<file path="config.mk">
export PLATFORM = sky130hd
export DESIGN_NAME = ccsd_top
export DESIGN_NICKNAME = d
export VERILOG_FILES = /design/src/include/ccsd_pkg.sv /design/src/include/ccsd_blank_if.sv /design/src/ccsd_top.sv /design/src/ccsd_blank_timer.sv /design/src/ccsd_ctrl_edge.sv
export SDC_FILE = /design/constraint.sdc
export NUM_CORES = 1
export LEC_CHECK = 0
export BUFFER_PORTS_ARGS = -buffer_cell sky130_fd_sc_hd__buf_2
export CAP_MARGIN = 30
export CORE_MARGIN = 8
export CORE_UTILIZATION = 31
export DETAILED_ROUTE_END_ITERATION = 16
export PLACE_DENSITY = 0.47
export SYNTH_ARGS = -nofsm -noshare
export SYNTH_HDL_FRONTEND = slang
export SYNTH_SLANG_ARGS = --single-unit
</file>
<file path="constraint.sdc">
create_clock -name CLK_IN -period 4.3 [get_ports CLK_IN]
set_input_delay 0.645 -clock CLK_IN [delete_from_list [all_inputs] [get_ports CLK_IN]]
set_output_delay 0.645 -clock CLK_IN [all_outputs]
set_load 0.02 [all_outputs]
</file>
<file path="src/include/ccsd_pkg.sv">
package ccsd_pkg;

  // ----------------------------------------------------------------
  // Timing
  // ----------------------------------------------------------------
  localparam int unsigned CLK_PERIOD_NS    = 8;
  localparam int unsigned BLANK_BASE_NS    = 5000000;
  localparam int unsigned BLANK_LSB_NS     = 102400;
  localparam int unsigned BLANK_BASE_CYC   = (BLANK_BASE_NS + CLK_PERIOD_NS - 1) / CLK_PERIOD_NS;
  localparam int unsigned BLANK_LSB_CYC    = (BLANK_LSB_NS + CLK_PERIOD_NS - 1) / CLK_PERIOD_NS;

  // ----------------------------------------------------------------
  // Register map (byte addresses)
  // ----------------------------------------------------------------
  localparam int unsigned ADDR_W           = 8;
  localparam logic [7:0]  ADDR_CTRL        = 8'h00;
  localparam logic [7:0]  ADDR_BLANK       = 8'h04;
  localparam logic [7:0]  ADDR_CMD         = 8'h08;
  localparam logic [7:0]  ADDR_STATUS      = 8'h0c;

  // Control register fields.
  localparam int unsigned CTRL_SOFT_A      = 0;
  localparam int unsigned CTRL_SOFT_B      = 1;
  localparam int unsigned CTRL_REG_REP     = 2;
  localparam int unsigned CTRL_STALL_EN    = 3;
  localparam int unsigned CTRL_INT_REF     = 4;
  localparam int unsigned CTRL_BLK_RESP    = 5;
  localparam int unsigned CTRL_BLK_REP     = 6;
  localparam int unsigned CTRL_MODE_LO     = 8;
  localparam int unsigned CTRL_CBC_EN      = 10;
  localparam int unsigned CTRL_SS_EN       = 11;
  localparam int unsigned CTRL_SLEEP       = 12;
  localparam logic [31:0] CTRL_RESET       = 32'h0000_0600;

  // Blanking register fields.
  localparam int unsigned BLANK_SET_LO     = 0;
  localparam int unsigned BLANK_MULT_LO    = 16;
  localparam logic [31:0] BLANK_RESET      = 32'h0000_25f5;

  // Command register fields.
  localparam int unsigned CMD_CLR_FAULT    = 0;

  // Status register fields.
  localparam int unsigned STAT_STALL       = 0;
  localparam int unsigned STAT_REG_BRAKE   = 1;
  localparam int unsigned STAT_BLANKING    = 2;
  localparam int unsigned STAT_STALL_OFF   = 3;
  localparam int unsigned STAT_BRIDGE_LO   = 4;

  localparam logic [1:0]  MODE_OFF         = 2'h0;
  localparam logic [1:0]  MODE_INRUSH      = 2'h1;
  localparam logic [1:0]  RESP_OKAY        = 2'h0;
  localparam logic [1:0]  RESP_SLVERR      = 2'h2;

  // ----------------------------------------------------------------
  // Types
  // ----------------------------------------------------------------
  typedef enum logic [1:0] {
    BR_COAST = 2'b00,
    BR_FWD   = 2'b01,
    BR_REV   = 2'b10,
    BR_BRAKE = 2'b11
  } ccsd_bridge_t;

  typedef enum logic [1:0] {
    RS_FOLLOW    = 2'b00,
    RS_BRAKE     = 2'b01,
    RS_STALL_OFF = 2'b10
  } ccsd_reg_state_t;

endpackage

</file>
<file path="src/include/ccsd_blank_if.sv">
`timescale 1ns/1ps
interface ccsd_blank_if;
  logic        start;
  logic [15:0] setting;
  logic        busy;
  logic        tick;

  modport timer (input start, input setting, output busy, output tick);
  modport user  (output start, output setting, input busy, input tick);
endinterface

</file>
<file path="src/ccsd_top.sv">
// Operation
// - Over-current trip in cycle-by-cycle mode brakes bridge until a pin edge or a rising control-bit edge.
// - Brake never ends by itself; only a fresh control edge restores following.
// - With report bit set, fault pin goes low during regulation brake.
// - Regulation indication changes nothing and arises only from forward or reverse drive.
// - Stall compare uses external or fixed internal reference by select bit.
// - Stall flag sets on detection only while stall detection is enabled.
// - Stall disabled with mode 01b regulates whenever sense reaches reference.
// - Stall compare ignored during blanking, flagged at first hit afterwards.
// - Blanking is 5 ms plus 102.4 us per setting step, default 1 s.
// - Soft-start ramps level over blanking interval; software scales setting.
// - Blanking restarts at power-up, fault recovery, sleep exit, stall recovery.
// - Response bit 0b: stall latches bridge off and sets stall flag.
// - Response bit 1b: stall sets flag while bridge keeps driving.
// - Writing clear bit drops stall flag and reruns blanking before detection.
// - Report bit 1b drives fault pin low while stall is flagged.
// - Mode field: 00b none, 01b during blanking with stall on, 10b always.
//
// The AXI4-Lite register port and the address map were chosen for this implementation.
`timescale 1ns/1ps
module ccsd_top
  import ccsd_pkg::*;
#(
  parameter int unsigned BASE_CYCLES = BLANK_BASE_CYC,
  parameter int unsigned LSB_CYCLES  = BLANK_LSB_CYC
)
(
  // Clock and reset
  input  wire logic              CLK_IN,
  input  wire logic              RST_N_IN,
  // AXI4-Lite write channels
  input  wire logic [ADDR_W-1:0] S_AXI_AWADDR_IN,
  input  wire logic              S_AXI_AWVALID_IN,
  output logic                   S_AXI_AWREADY_OUT,
  input  wire logic [31:0]       S_AXI_WDATA_IN,
  input  wire logic [3:0]        S_AXI_WSTRB_IN,
  input  wire logic              S_AXI_WVALID_IN,
  output logic                   S_AXI_WREADY_OUT,
  output logic [1:0]             S_AXI_BRESP_OUT,
  output logic                   S_AXI_BVALID_OUT,
  input  wire logic              S_AXI_BREADY_IN,
  // AXI4-Lite read channels
  input  wire logic [ADDR_W-1:0] S_AXI_ARADDR_IN,
  input  wire logic              S_AXI_ARVALID_IN,
  output logic                   S_AXI_ARREADY_OUT,
  output logic [31:0]            S_AXI_RDATA_OUT,
  output logic [1:0]             S_AXI_RRESP_OUT,
  output logic                   S_AXI_RVALID_OUT,
  input  wire logic              S_AXI_RREADY_IN,
  // Control pins and analog comparators
  input  wire logic              DRIVE_INPUT_A_IN,
  input  wire logic              DRIVE_INPUT_B_IN,
  input  wire logic              TRIP_IN,
  input  wire logic              SENSE_GE_EXT_REF_IN,
  input  wire logic              SENSE_GE_INT_REF_IN,
  // Bridge and status pins
  output logic [1:0]             BRIDGE_HI_OUT,
  output logic [1:0]             BRIDGE_LO_OUT,
  output logic                   FAULT_OUT_N_OUT,
  output logic [15:0]            SOFTSTART_LEVEL_OUT
);

  // ----------------------------------------------------------------
  // Declarations
  // ----------------------------------------------------------------
  logic              awfull_q, awfull_d;
  logic              wfull_q,  wfull_d;
  logic [ADDR_W-1:0] awaddr_q, awaddr_d;
  logic [31:0]       wdata_q,  wdata_d;
  logic [3:0]        wstrb_q,  wstrb_d;
  logic              awrdy_q,  awrdy_d;
  logic              wrdy_q,   wrdy_d;
  logic              bvalid_q, bvalid_d;
  logic [1:0]        bresp_q,  bresp_d;
  logic              arrdy_q,  arrdy_d;
  logic              rvalid_q, rvalid_d;
  logic [31:0]       rdata_q,  rdata_d;
  logic [1:0]        rresp_q,  rresp_d;
  logic [31:0]       ctrl_q,   ctrl_d;
  logic [31:0]       blank_q,  blank_d;
  logic              clr_q,    clr_d;
  logic [31:0]       status;

  ccsd_reg_state_t   st_q,     st_d;
  logic              stall_q,  stall_d;
  logic              sleep_q,  sleep_d;
  logic              drv_q,    drv_d;
  logic [15:0]       ramp_q,   ramp_d;
  logic [1:0]        hi_q,     hi_d;
  logic [1:0]        lo_q,     lo_d;
  logic              fltn_q,   fltn_d;

  ccsd_bridge_t      cmd;
  logic              ctrl_edge;
  logic              drive_state;
  logic              reg_allowed;
  logic              trip_go;
  logic              stall_hit;
  logic              stall_off;
  logic [1:0]        mode;
  logic [15:0]       blank_set;

  ccsd_blank_if blk ();

  // ----------------------------------------------------------------
  // Sub-blocks
  // ----------------------------------------------------------------
  ccsd_blank_timer #(
    .BASE_CYCLES (BASE_CYCLES),
    .LSB_CYCLES  (LSB_CYCLES)
  ) u_blank (
    .clk_in   (CLK_IN),
    .rst_n_in (RST_N_IN),
    .blk      (blk)
  );

  ccsd_ctrl_edge u_edge (
    .clk_in   (CLK_IN),
    .rst_n_in (RST_N_IN),
    .pin_a_in (DRIVE_INPUT_A_IN),
    .pin_b_in (DRIVE_INPUT_B_IN),
    .bit_a_in (ctrl_q[CTRL_SOFT_A]),
    .bit_b_in (ctrl_q[CTRL_SOFT_B]),
    .edge_out (ctrl_edge)
  );

  // ----------------------------------------------------------------
  // AXI4-Lite slave and register file
  // ----------------------------------------------------------------
  always_comb
  begin
    awfull_d = awfull_q;
    wfull_d  = wfull_q;
    awaddr_d = awaddr_q;
    wdata_d  = wdata_q;
    wstrb_d  = wstrb_q;
    bvalid_d = bvalid_q;
    bresp_d  = bresp_q;
    rvalid_d = rvalid_q;
    rdata_d  = rdata_q;
    rresp_d  = rresp_q;
    ctrl_d   = ctrl_q;
    blank_d  = blank_q;
    clr_d    = 1'b0;
    if (S_AXI_AWVALID_IN && awrdy_q)
    begin
      awfull_d = 1'b1;
      awaddr_d = S_AXI_AWADDR_IN;
    end
    if (S_AXI_WVALID_IN && wrdy_q)
    begin
      wfull_d = 1'b1;
      wdata_d = S_AXI_WDATA_IN;
      wstrb_d = S_AXI_WSTRB_IN;
    end
    if (bvalid_q && S_AXI_BREADY_IN)
      bvalid_d = 1'b0;
    // Both halves are held, so the write lands once per transaction.
    if (awfull_q && wfull_q && !bvalid_q)
    begin
      awfull_d = 1'b0;
      wfull_d  = 1'b0;
      bvalid_d = 1'b1;
      bresp_d  = RESP_OKAY;
      unique case (awaddr_q)
        ADDR_CTRL:
          for (int i = 0; i < 4; i++)
            if (wstrb_q[i])
              ctrl_d[8*i +: 8] = wdata_q[8*i +: 8];
        ADDR_BLANK:
          for (int i = 0; i < 3; i++)
            if (wstrb_q[i])
              blank_d[8*i +: 8] = wdata_q[8*i +: 8];
        ADDR_CMD:
          clr_d = wstrb_q[0] & wdata_q[CMD_CLR_FAULT];
        ADDR_STATUS: ;
        default:
          bresp_d = RESP_SLVERR;
      endcase
    end
    if (rvalid_q && S_AXI_RREADY_IN)
      rvalid_d = 1'b0;
    if (S_AXI_ARVALID_IN && arrdy_q)
    begin
      rvalid_d = 1'b1;
      rresp_d  = RESP_OKAY;
      unique case (S_AXI_ARADDR_IN)
        ADDR_CTRL:   rdata_d = ctrl_q;
        ADDR_BLANK:  rdata_d = blank_q;
        ADDR_CMD:    rdata_d = 32'h0000_0000;
        ADDR_STATUS: rdata_d = status;
        default:
        begin
          rdata_d = 32'h0000_0000;
          rresp_d = RESP_SLVERR;
        end
      endcase
    end
    awrdy_d = !awfull_d && !bvalid_d;
    wrdy_d  = !wfull_d && !bvalid_d;
    arrdy_d = !rvalid_d;
  end

  always_ff @(posedge CLK_IN or negedge RST_N_IN)
  begin
    if (!RST_N_IN)
    begin
      awfull_q <= 1'b0;
      wfull_q  <= 1'b0;
      awaddr_q <= '0;
      wdata_q  <= 32'h0000_0000;
      wstrb_q  <= 4'h0;
      awrdy_q  <= 1'b0;
      wrdy_q   <= 1'b0;
      bvalid_q <= 1'b0;
      bresp_q  <= RESP_OKAY;
      arrdy_q  <= 1'b0;
      rvalid_q <= 1'b0;
      rdata_q  <= 32'h0000_0000;
      rresp_q  <= RESP_OKAY;
      ctrl_q   <= CTRL_RESET;
      blank_q  <= BLANK_RESET;
      clr_q    <= 1'b0;
    end
    else
    begin
      awfull_q <= awfull_d;
      wfull_q  <= wfull_d;
      awaddr_q <= awaddr_d;
      wdata_q  <= wdata_d;
      wstrb_q  <= wstrb_d;
      awrdy_q  <= awrdy_d;
      wrdy_q   <= wrdy_d;
      bvalid_q <= bvalid_d;
      bresp_q  <= bresp_d;
      arrdy_q  <= arrdy_d;
      rvalid_q <= rvalid_d;
      rdata_q  <= rdata_d;
      rresp_q  <= rresp_d;
      ctrl_q   <= ctrl_d;
      blank_q  <= blank_d;
      clr_q    <= clr_d;
    end
  end

  // ----------------------------------------------------------------
  // Bridge regulation and stall response
  // ----------------------------------------------------------------
  always_comb
  begin
    mode      = ctrl_q[CTRL_MODE_LO +: 2];
    blank_set = blank_q[BLANK_SET_LO +: 16];
    cmd       = ccsd_bridge_t'({DRIVE_INPUT_B_IN | ctrl_q[CTRL_SOFT_B],
                                DRIVE_INPUT_A_IN | ctrl_q[CTRL_SOFT_A]});
    drive_state = (cmd == BR_FWD) || (cmd == BR_REV);
    // Stall enabled in mode 01b limits regulation to the blanking window.
    if (mode == MODE_OFF)
      reg_allowed = 1'b0;
    else if (mode == MODE_INRUSH)
      reg_allowed = !ctrl_q[CTRL_STALL_EN] || blk.busy;
    else
      reg_allowed = 1'b1;
    // Trip is already conditioned in the analog front end.
    trip_go   = ctrl_q[CTRL_CBC_EN] && reg_allowed && TRIP_IN && drive_state;
    stall_hit = ctrl_q[CTRL_STALL_EN] && !blk.busy
             && (ctrl_q[CTRL_INT_REF] ? SENSE_GE_INT_REF_IN : SENSE_GE_EXT_REF_IN);
    stall_off = stall_hit && !ctrl_q[CTRL_BLK_RESP];
    // A detection in the clearing cycle keeps the flag set.
    stall_d   = stall_hit || (stall_q && !clr_q);
    sleep_d   = ctrl_q[CTRL_SLEEP];
    drv_d     = drive_state;
    st_d      = st_q;
    unique case (st_q)
      RS_FOLLOW:
        if (stall_off)
          st_d = RS_STALL_OFF;
        else if (trip_go && !ctrl_edge)
          st_d = RS_BRAKE;
      RS_BRAKE:
        if (stall_off)
          st_d = RS_STALL_OFF;
        else if (ctrl_edge)
          st_d = RS_FOLLOW;
      RS_STALL_OFF:
        if (clr_q && !stall_hit)
          st_d = RS_FOLLOW;
      default:
        st_d = RS_FOLLOW;
    endcase
    // Blanking reruns on clear, on sleep exit, and at each soft-start swing.
    blk.start   = clr_q || (sleep_q && !ctrl_q[CTRL_SLEEP])
               || (ctrl_q[CTRL_SS_EN] && (drive_state != drv_q));
    blk.setting = blank_set;
    // The ramp climbs one step per interval step, so it reaches the setting value as blanking ends.
    ramp_d = ramp_q;
    if (!ctrl_q[CTRL_SS_EN])
      ramp_d = drive_state ? 16'hffff : 16'h0000;
    else if (blk.tick && drive_state && (ramp_q < blank_set))
      ramp_d = ramp_q + 16'h0001;
    else if (blk.tick && !drive_state && (ramp_q != 16'h0000))
      ramp_d = ramp_q - 16'h0001;
    hi_d = 2'b00;
    lo_d = 2'b00;
    if (ctrl_q[CTRL_SLEEP] || (st_d == RS_STALL_OFF))
      lo_d = 2'b00;
    else if (st_d == RS_BRAKE)
      lo_d = 2'b11;
    else
    begin
      // Indication-only stalls fall through here and keep driving.
      unique case (cmd)
        BR_COAST: lo_d = 2'b00;
        BR_FWD:
        begin
          hi_d = 2'b01;
          lo_d = 2'b10;
        end
        BR_REV:
        begin
          hi_d = 2'b10;
          lo_d = 2'b01;
        end
        BR_BRAKE: lo_d = 2'b11;
      endcase
    end
    // The indication is pure reporting and never feeds back into the bridge.
    fltn_d = !(((st_d == RS_BRAKE) && ctrl_q[CTRL_REG_REP])
            || (stall_d && ctrl_q[CTRL_BLK_REP]));
  end

  always_ff @(posedge CLK_IN or negedge RST_N_IN)
  begin
    if (!RST_N_IN)
    begin
      st_q    <= RS_FOLLOW;
      stall_q <= 1'b0;
      sleep_q <= 1'b0;
      drv_q   <= 1'b0;
      ramp_q  <= 16'h0000;
      hi_q    <= 2'b00;
      lo_q    <= 2'b00;
      fltn_q  <= 1'b1;
    end
    else
    begin
      st_q    <= st_d;
      stall_q <= stall_d;
      sleep_q <= sleep_d;
      drv_q   <= drv_d;
      ramp_q  <= ramp_d;
      hi_q    <= hi_d;
      lo_q    <= lo_d;
      fltn_q  <= fltn_d;
    end
  end

  always_comb
  begin
    status                        = 32'h0000_0000;
    status[STAT_STALL]            = stall_q;
    status[STAT_REG_BRAKE]        = (st_q == RS_BRAKE);
    status[STAT_BLANKING]         = blk.busy;
    status[STAT_STALL_OFF]        = (st_q == RS_STALL_OFF);
    status[STAT_BRIDGE_LO +: 2]   = cmd;
  end

  // ----------------------------------------------------------------
  // Outputs
  // ----------------------------------------------------------------
  assign S_AXI_AWREADY_OUT   = awrdy_q;
  assign S_AXI_WREADY_OUT    = wrdy_q;
  assign S_AXI_BVALID_OUT    = bvalid_q;
  assign S_AXI_BRESP_OUT     = bresp_q;
  assign S_AXI_ARREADY_OUT   = arrdy_q;
  assign S_AXI_RVALID_OUT    = rvalid_q;
  assign S_AXI_RDATA_OUT     = rdata_q;
  assign S_AXI_RRESP_OUT     = rresp_q;
  assign BRIDGE_HI_OUT       = hi_q;
  assign BRIDGE_LO_OUT       = lo_q;
  assign FAULT_OUT_N_OUT     = fltn_q;
  assign SOFTSTART_LEVEL_OUT = ramp_q;

endmodule // ccsd_top

</file>
<file path="src/ccsd_blank_timer.sv">
`timescale 1ns/1ps
module ccsd_blank_timer
  import ccsd_pkg::*;
#(
  parameter int unsigned BASE_CYCLES = BLANK_BASE_CYC,
  parameter int unsigned LSB_CYCLES  = BLANK_LSB_CYC
)
(
  // Clock and reset
  input  wire logic  clk_in,
  input  wire logic  rst_n_in,
  // Blanking control
  ccsd_blank_if.timer blk
);

  localparam int unsigned MAXC = (BASE_CYCLES > LSB_CYCLES) ? BASE_CYCLES : LSB_CYCLES;
  localparam int unsigned CW   = $clog2(MAXC + 1);

  logic          busy_q,  busy_d;
  logic          base_q,  base_d;
  logic          tick_q,  tick_d;
  logic [CW-1:0] cyc_q,   cyc_d;
  logic [15:0]   left_q,  left_d;
  logic [CW-1:0] limit;

  // ----------------------------------------------------------------
  // Interval: a fixed base, then one step per setting count.
  // ----------------------------------------------------------------
  always_comb
  begin
    busy_d = busy_q;
    base_d = base_q;
    cyc_d  = cyc_q;
    left_d = left_q;
    tick_d = 1'b0;
    limit  = base_q ? CW'(BASE_CYCLES - 1) : CW'(LSB_CYCLES - 1);
    if (blk.start)
    begin
      busy_d = 1'b1;
      base_d = 1'b1;
      cyc_d  = '0;
    end
    else if (busy_q)
    begin
      if (cyc_q == limit)
      begin
        cyc_d = '0;
        if (base_q)
        begin
          base_d = 1'b0;
          left_d = blk.setting;
          busy_d = (blk.setting != 16'h0000);
        end
        else
        begin
          tick_d = 1'b1;
          left_d = left_q - 16'h0001;
          busy_d = (left_q != 16'h0001);
        end
      end
      else
      begin
        cyc_d = cyc_q + CW'(1);
      end
    end
  end

  // Power-up counts as a start, so blanking runs straight out of reset.
  always_ff @(posedge clk_in or negedge rst_n_in)
  begin
    if (!rst_n_in)
    begin
      busy_q <= 1'b1;
      base_q <= 1'b1;
      tick_q <= 1'b0;
      cyc_q  <= '0;
      left_q <= 16'h0000;
    end
    else
    begin
      busy_q <= busy_d;
      base_q <= base_d;
      tick_q <= tick_d;
      cyc_q  <= cyc_d;
      left_q <= left_d;
    end
  end

  assign blk.busy = busy_q;
  assign blk.tick = tick_q;

endmodule // ccsd_blank_timer

</file>
<file path="src/ccsd_ctrl_edge.sv">
`timescale 1ns/1ps
module ccsd_ctrl_edge
(
  // Clock and reset
  input  wire logic clk_in,
  input  wire logic rst_n_in,
  // Control sources
  input  wire logic pin_a_in,
  input  wire logic pin_b_in,
  input  wire logic bit_a_in,
  input  wire logic bit_b_in,
  // Event
  output logic      edge_out
);

  logic [3:0] prev_q, prev_d;

  always_comb
  begin
    prev_d   = {bit_b_in, bit_a_in, pin_b_in, pin_a_in};
    // Pins count on either edge, register bits only on a rise.
    edge_out = (pin_a_in != prev_q[0]) | (pin_b_in != prev_q[1])
             | (bit_a_in & ~prev_q[2]) | (bit_b_in & ~prev_q[3]);
  end

  always_ff @(posedge clk_in or negedge rst_n_in)
  begin
    if (!rst_n_in)
      prev_q <= 4'h0;
    else
      prev_q <= prev_d;
  end

endmodule // ccsd_ctrl_edge

</file>
==> impl_summary.md <==
Run status
The flow ran to the end, and the final reports show no timing, DRC or antenna violations.

Placed design
Routability-driven placement finished with a final weighted congestion of 0.805. Summing all placed instances gives a cell area of 11500 µm². The post-detailed-placement half-perimeter wirelength is 19300 µm. In this run the tool buffered the top-level ports with 123 buffer cells.

Synth
In this run the cell area of the synthesized design comes to 10100 µm². The share of synthesized cell area in full adder, half adder and majority cells is 0.0467. The number of flip-flops and latches in the synthesized netlist is 211. Of the total synthesized cell area, the portion taken by XOR and XNOR cells is 0.0226. Of the post-synthesis cell area, the dominant cell type holds 0.489. After synthesis, the largest family of logic cells by area is multiplexers.

The number of enable flip-flop cells after synthesis is 0. The fraction of the mapped netlist area in compound gates came to 0.116. During synthesis, Yosys emitted a total of 0 warnings. The mux contribution to synthesized area is 0.137.

The top cell type by total area after synthesis is sky130_fd_sc_hd__dfrtp_1. For this run, the register share of the synthesized area comes to 0.525. The simple logic cell fraction of the synthesized area is 0.126. The async set or reset register ratio after synthesis is 1.00.

The instance count of the mapped netlist is 908. After synthesis, the mean cell area works out to 11.1 µm². In the post-synthesis netlist, the biggest area contributors are sky130_fd_sc_hd__dfrtp_1, sky130_fd_sc_hd__mux2_2, sky130_fd_sc_hd__ha_1. The number of different library cells in the post-synthesis netlist is 67. The dominant synthesized flop cell is sky130_fd_sc_hd__dfrtp_1.

Clock network
The number of buffers on the longest clock path is 3. CTS placed an instance of sky130_fd_sc_hd__clkbuf_16 at the clock tree root. After clock tree synthesis, the clock-pin slew on the worst setup and hold paths is 0.06 ns. The CTS tree is done. The clock latency on the worst-skew pair is 0.54 ns. Hold repair after CTS inserted 0 buffers.

The H-tree depth is 1. The CTS buffer count is 26. The clock sink count is 211.

Setup path
The path type of the worst setup path is reg2reg. The reg2reg setup slack is 0.31 ns. Following the worst setup path forward leads to its endpoint at SOFTSTART_LEVEL_OUT[12]. In this run the critical register-to-register path is launched from ctrl_q[0]. The maximum fanout encountered on the critical timing path is 10. In this run the critical register-to-register path is captured at SOFTSTART_LEVEL_OUT[12]. STA classifies the critical path endpoint as a flop. The worst reg2reg path depth is 16.

The critical path starts at ctrl_q[0]. Data on the critical path is required at its endpoint by 4.70 ns. Data on the critical path arrives at its endpoint at 4.39 ns.

STA classifies the critical path startpoint as a flop.

Timing
In this run the tightest slew margin relative to its limit is 0.398. For the pin with the worst max-slew slack, the measured transition is 0.903 ns. The final hold violation count is 0. The worst setup skew after layout is 0.0167 ns. Setup violations remaining at the end of the flow were counted as 0. The count of pins over their slew limit is 0.

Setup repair after global routing left no endpoint under its margin. Of the available clock period, the critical path in the final layout requires 0.928. The final critical delay including setup and external delays is 3.99 ns.

Based on the critical path, the design can be clocked at up to 251 MHz. The total negative slack is 0 ns.

Drt
Wires add up to 26800 µm. The detail-routed net length per standard cell is 17.5 µm. In the routed layout, each cell is associated on average with a via count of 4.84. After the first detailed-routing iteration, the DRC count stood at 287. The first detailed-routing pass ran for 4 iterations. The routed layout has 7384 vias. The post-detailed-route DRC marker count is 0. The number of routed nets with antenna violations is 0.

Finish
After the last flow step, the layout net total stands at 1166. In the final layout, the multi-input gates occupy 4570 µm². The number of antenna diodes is 0. In the final layout, flip-flops and latches occupy 5300 µm². After filler insertion, the fill cell instance count of the layout stands at 3241.

From synthesis to final layout, the design area changed by 22.5%. The proportion of layout cells with a drive suffix above 1 is 0.309. After routing the design area is 12400 µm².

Power
Dividing total power by cell area gives a power density of 554 nW/µm². In this run the static leakage power is 0.00569 µW. The maximum VDD drop is 0.301 mV.

Summing internal, switching and leakage power gives 6850 µW.

Hold path
The class of the worst hold path is in2async.

GRT
Entering global routing, the biggest net connects 92 pins. The aggregate global-route resource usage is 0.139. The remaining global-route overflow is 0. The number of antenna violations at the first check in global routing is 5. The number of global-route vias before repair came to 7682. The first-pass GRT wire length is 43500 µm.

Floorplanning
For this design the top-level I/O count stands at 126. The floorplan has 66 rows. From left edge to right edge, the die measures 196 µm. The initial core utilization is 0.312. From bottom edge to top edge, the die measures 196 µm.

The region available for standard cell placement spans 32300 µm². The full die area is 38600 µm².

Flow run
Across the run, the number of max-cap violations was 0.
## synthesized netlist by cell type, types with 5 or more instances
cell type and instances:
sky130_fd_sc_hd__dfrtp_1 197, sky130_fd_sc_hd__mux2_2 100, sky130_fd_sc_hd__nor2_1 81, sky130_fd_sc_hd__nand2_1 59, sky130_fd_sc_hd__o21ai_0 57, sky130_fd_sc_hd__a21oi_1 55
sky130_fd_sc_hd__ha_1 36, sky130_fd_sc_hd__inv_1 35, sky130_fd_sc_hd__mux2i_1 26, sky130_fd_sc_hd__clkbuf_1 21, sky130_fd_sc_hd__nand3_1 20, sky130_fd_sc_hd__nor4_1 15
sky130_fd_sc_hd__a22o_1 14, sky130_fd_sc_hd__dfstp_2 14, sky130_fd_sc_hd__xor2_1 14, sky130_fd_sc_hd__nand2b_1 13, sky130_fd_sc_hd__xnor2_1 12, sky130_fd_sc_hd__nor3_1 11
sky130_fd_sc_hd__nand4_1 8, sky130_fd_sc_hd__or3_1 8, sky130_fd_sc_hd__a21o_1 7, sky130_fd_sc_hd__o22ai_1 7, sky130_fd_sc_hd__a22oi_1 6, sky130_fd_sc_hd__a31oi_1 6
sky130_fd_sc_hd__buf_2 6, sky130_fd_sc_hd__nor3b_1 6, sky130_fd_sc_hd__or4_1 5
## per-layer routing
| metal | wire (µm) | vias to the layer above | share of wire | track usage |
|---|---|---|---|---|
| met1 | 12500 | 3615 | 0.47 | 0.189 |
| met3 | 1190 | 44 | 0.044 | 0.0307 |
| met2 | 12500 | 119 | 0.47 | 0.224 |
| li1 | - | 3596 | - | - |
| met5 | 60 | - | 0.0022 | 0 |
| met4 | 482 | 10 | 0.018 | 0.0323 |
## stage by stage
stage / util / instances / setup WS [ns] / hold WS (ns)
after CTS: 0.382 / 1527 / 0.213 / 0.127
after global routing: 0.383 / 1527 / 0.0272 / 0.147
after detailed placement: 0.355 / 1479 / -0.0877 / 0.454
after floorplan: - / 909 / 0.0153 / 0.349
after global placement: 0.354 / 1478 / -0.0676 / 0.460
final: 0.383 / 1527 / 0.309 / 0.0935
## report_power, final
part / internal (µW) / total [µW] / switching, µW
logic: 880 / 1850 / 970
registers: 2420 / 2820 / 398
clock network: 1330 / 2180 / 857
## state kept, by name, indices dropped and copies added (netlist names), 2 cells and up
signal	cells
u_blank.cyc_q	20
u_blank.left_q	16
st_q	2
BRIDGE_HI_OUT	2
u_edge.prev_q	4
S_AXI_RDATA_OUT	32
awaddr_q	8
wdata_q	32
ctrl_q	32
wstrb_q	4
blank_q	24
SOFTSTART_LEVEL_OUT	16
BRIDGE_LO_OUT	2
## repair_timing
item	CTS	global route
setup endpoints to repair	0	1
buffers inserted	0	0
resized for setup	0	5
## placed cells by master (no fill, tap or decap), drive strengths merged, types with 3 or more instances in the layout
master / count
or4b: 4
nor2b: 4
a22oi: 6
clkinv: 6
o21ai: 59
inv: 35
xor2: 14
nand2b: 13
o22ai: 7
o31ai: 4
nor4b: 4
o21a: 4
mux2: 100
nor2: 81
nor4: 15
buf: 158
and3: 3
clkbuf: 39
o2111ai: 3
dfrtp: 197
or4: 5
ha: 36
nor3: 11
or3: 8
mux2i: 26
nand3: 21
a22o: 14
nor3b: 6
or2: 4
dfstp: 14
xnor2: 12
nand4: 8
a31oi: 6
a21o: 7
a211oi: 4
a21oi: 55
nand2: 59
## cells by family (layout without fill, tap and decap cells)
group	count (synthesis)	after routing
flip-flops	211	211
AO/OA/AOI/OAI	188	188
adder cells (fa/ha/maj)	37	37
XOR/XNOR	26	26
AND/OR/NAND/NOR	254	254
other	1	2
multiplexers	126	126
buffers and inverters	65	241
## cell type report
type | instances | share of cell area
Clock buffer | 39 | 0.0639
Timing Repair Buffer | 158 | 0.0745
Inverter | 35 | 0.0106
Clock inverter | 9 | 0.00729
Multi-Input combinational cell | 633 | 0.370
Tap cell | 442 | 0.0448
Sequential cell | 211 | 0.429
## worst max-delay path, stage by stage (launching register included)
cell	delay, ns
sky130_fd_sc_hd__dfrtp_1	0.41
sky130_fd_sc_hd__nor2_1	0.15
sky130_fd_sc_hd__inv_1	0.06
sky130_fd_sc_hd__ha_1	0.37
sky130_fd_sc_hd__or4b_2	0.73
sky130_fd_sc_hd__a311oi_4	0.31
sky130_fd_sc_hd__inv_2	0.17
sky130_fd_sc_hd__ha_1	0.34
sky130_fd_sc_hd__a21o_1	0.18
sky130_fd_sc_hd__buf_4	0.13
sky130_fd_sc_hd__a21oi_1	0.18
sky130_fd_sc_hd__a21oi_1	0.12
sky130_fd_sc_hd__o21ai_0	0.17
sky130_fd_sc_hd__buf_4	0.15
sky130_fd_sc_hd__nor3b_1	0.05
sky130_fd_sc_hd__o31ai_1	0.23
sky130_fd_sc_hd__a21oi_1	0.10
## worst min path at each step
stage	startpoint	to	slack, ns	cells past startpoint
floorplan	RST_N_IN	BRIDGE_HI_OUT[0]	0.35	0
global placement	S_AXI_RDATA_OUT[16]	S_AXI_RDATA_OUT[16]	0.46	2
detailed placement	wfull_q	S_AXI_WREADY_OUT	0.45	1
CTS	RST_N_IN	blank_q[22]	0.13	1
global route	RST_N_IN	blank_q[22]	0.15	1
finish	RST_N_IN	wdata_q[16]	0.09	1
(Power assumes the default switching activity.)
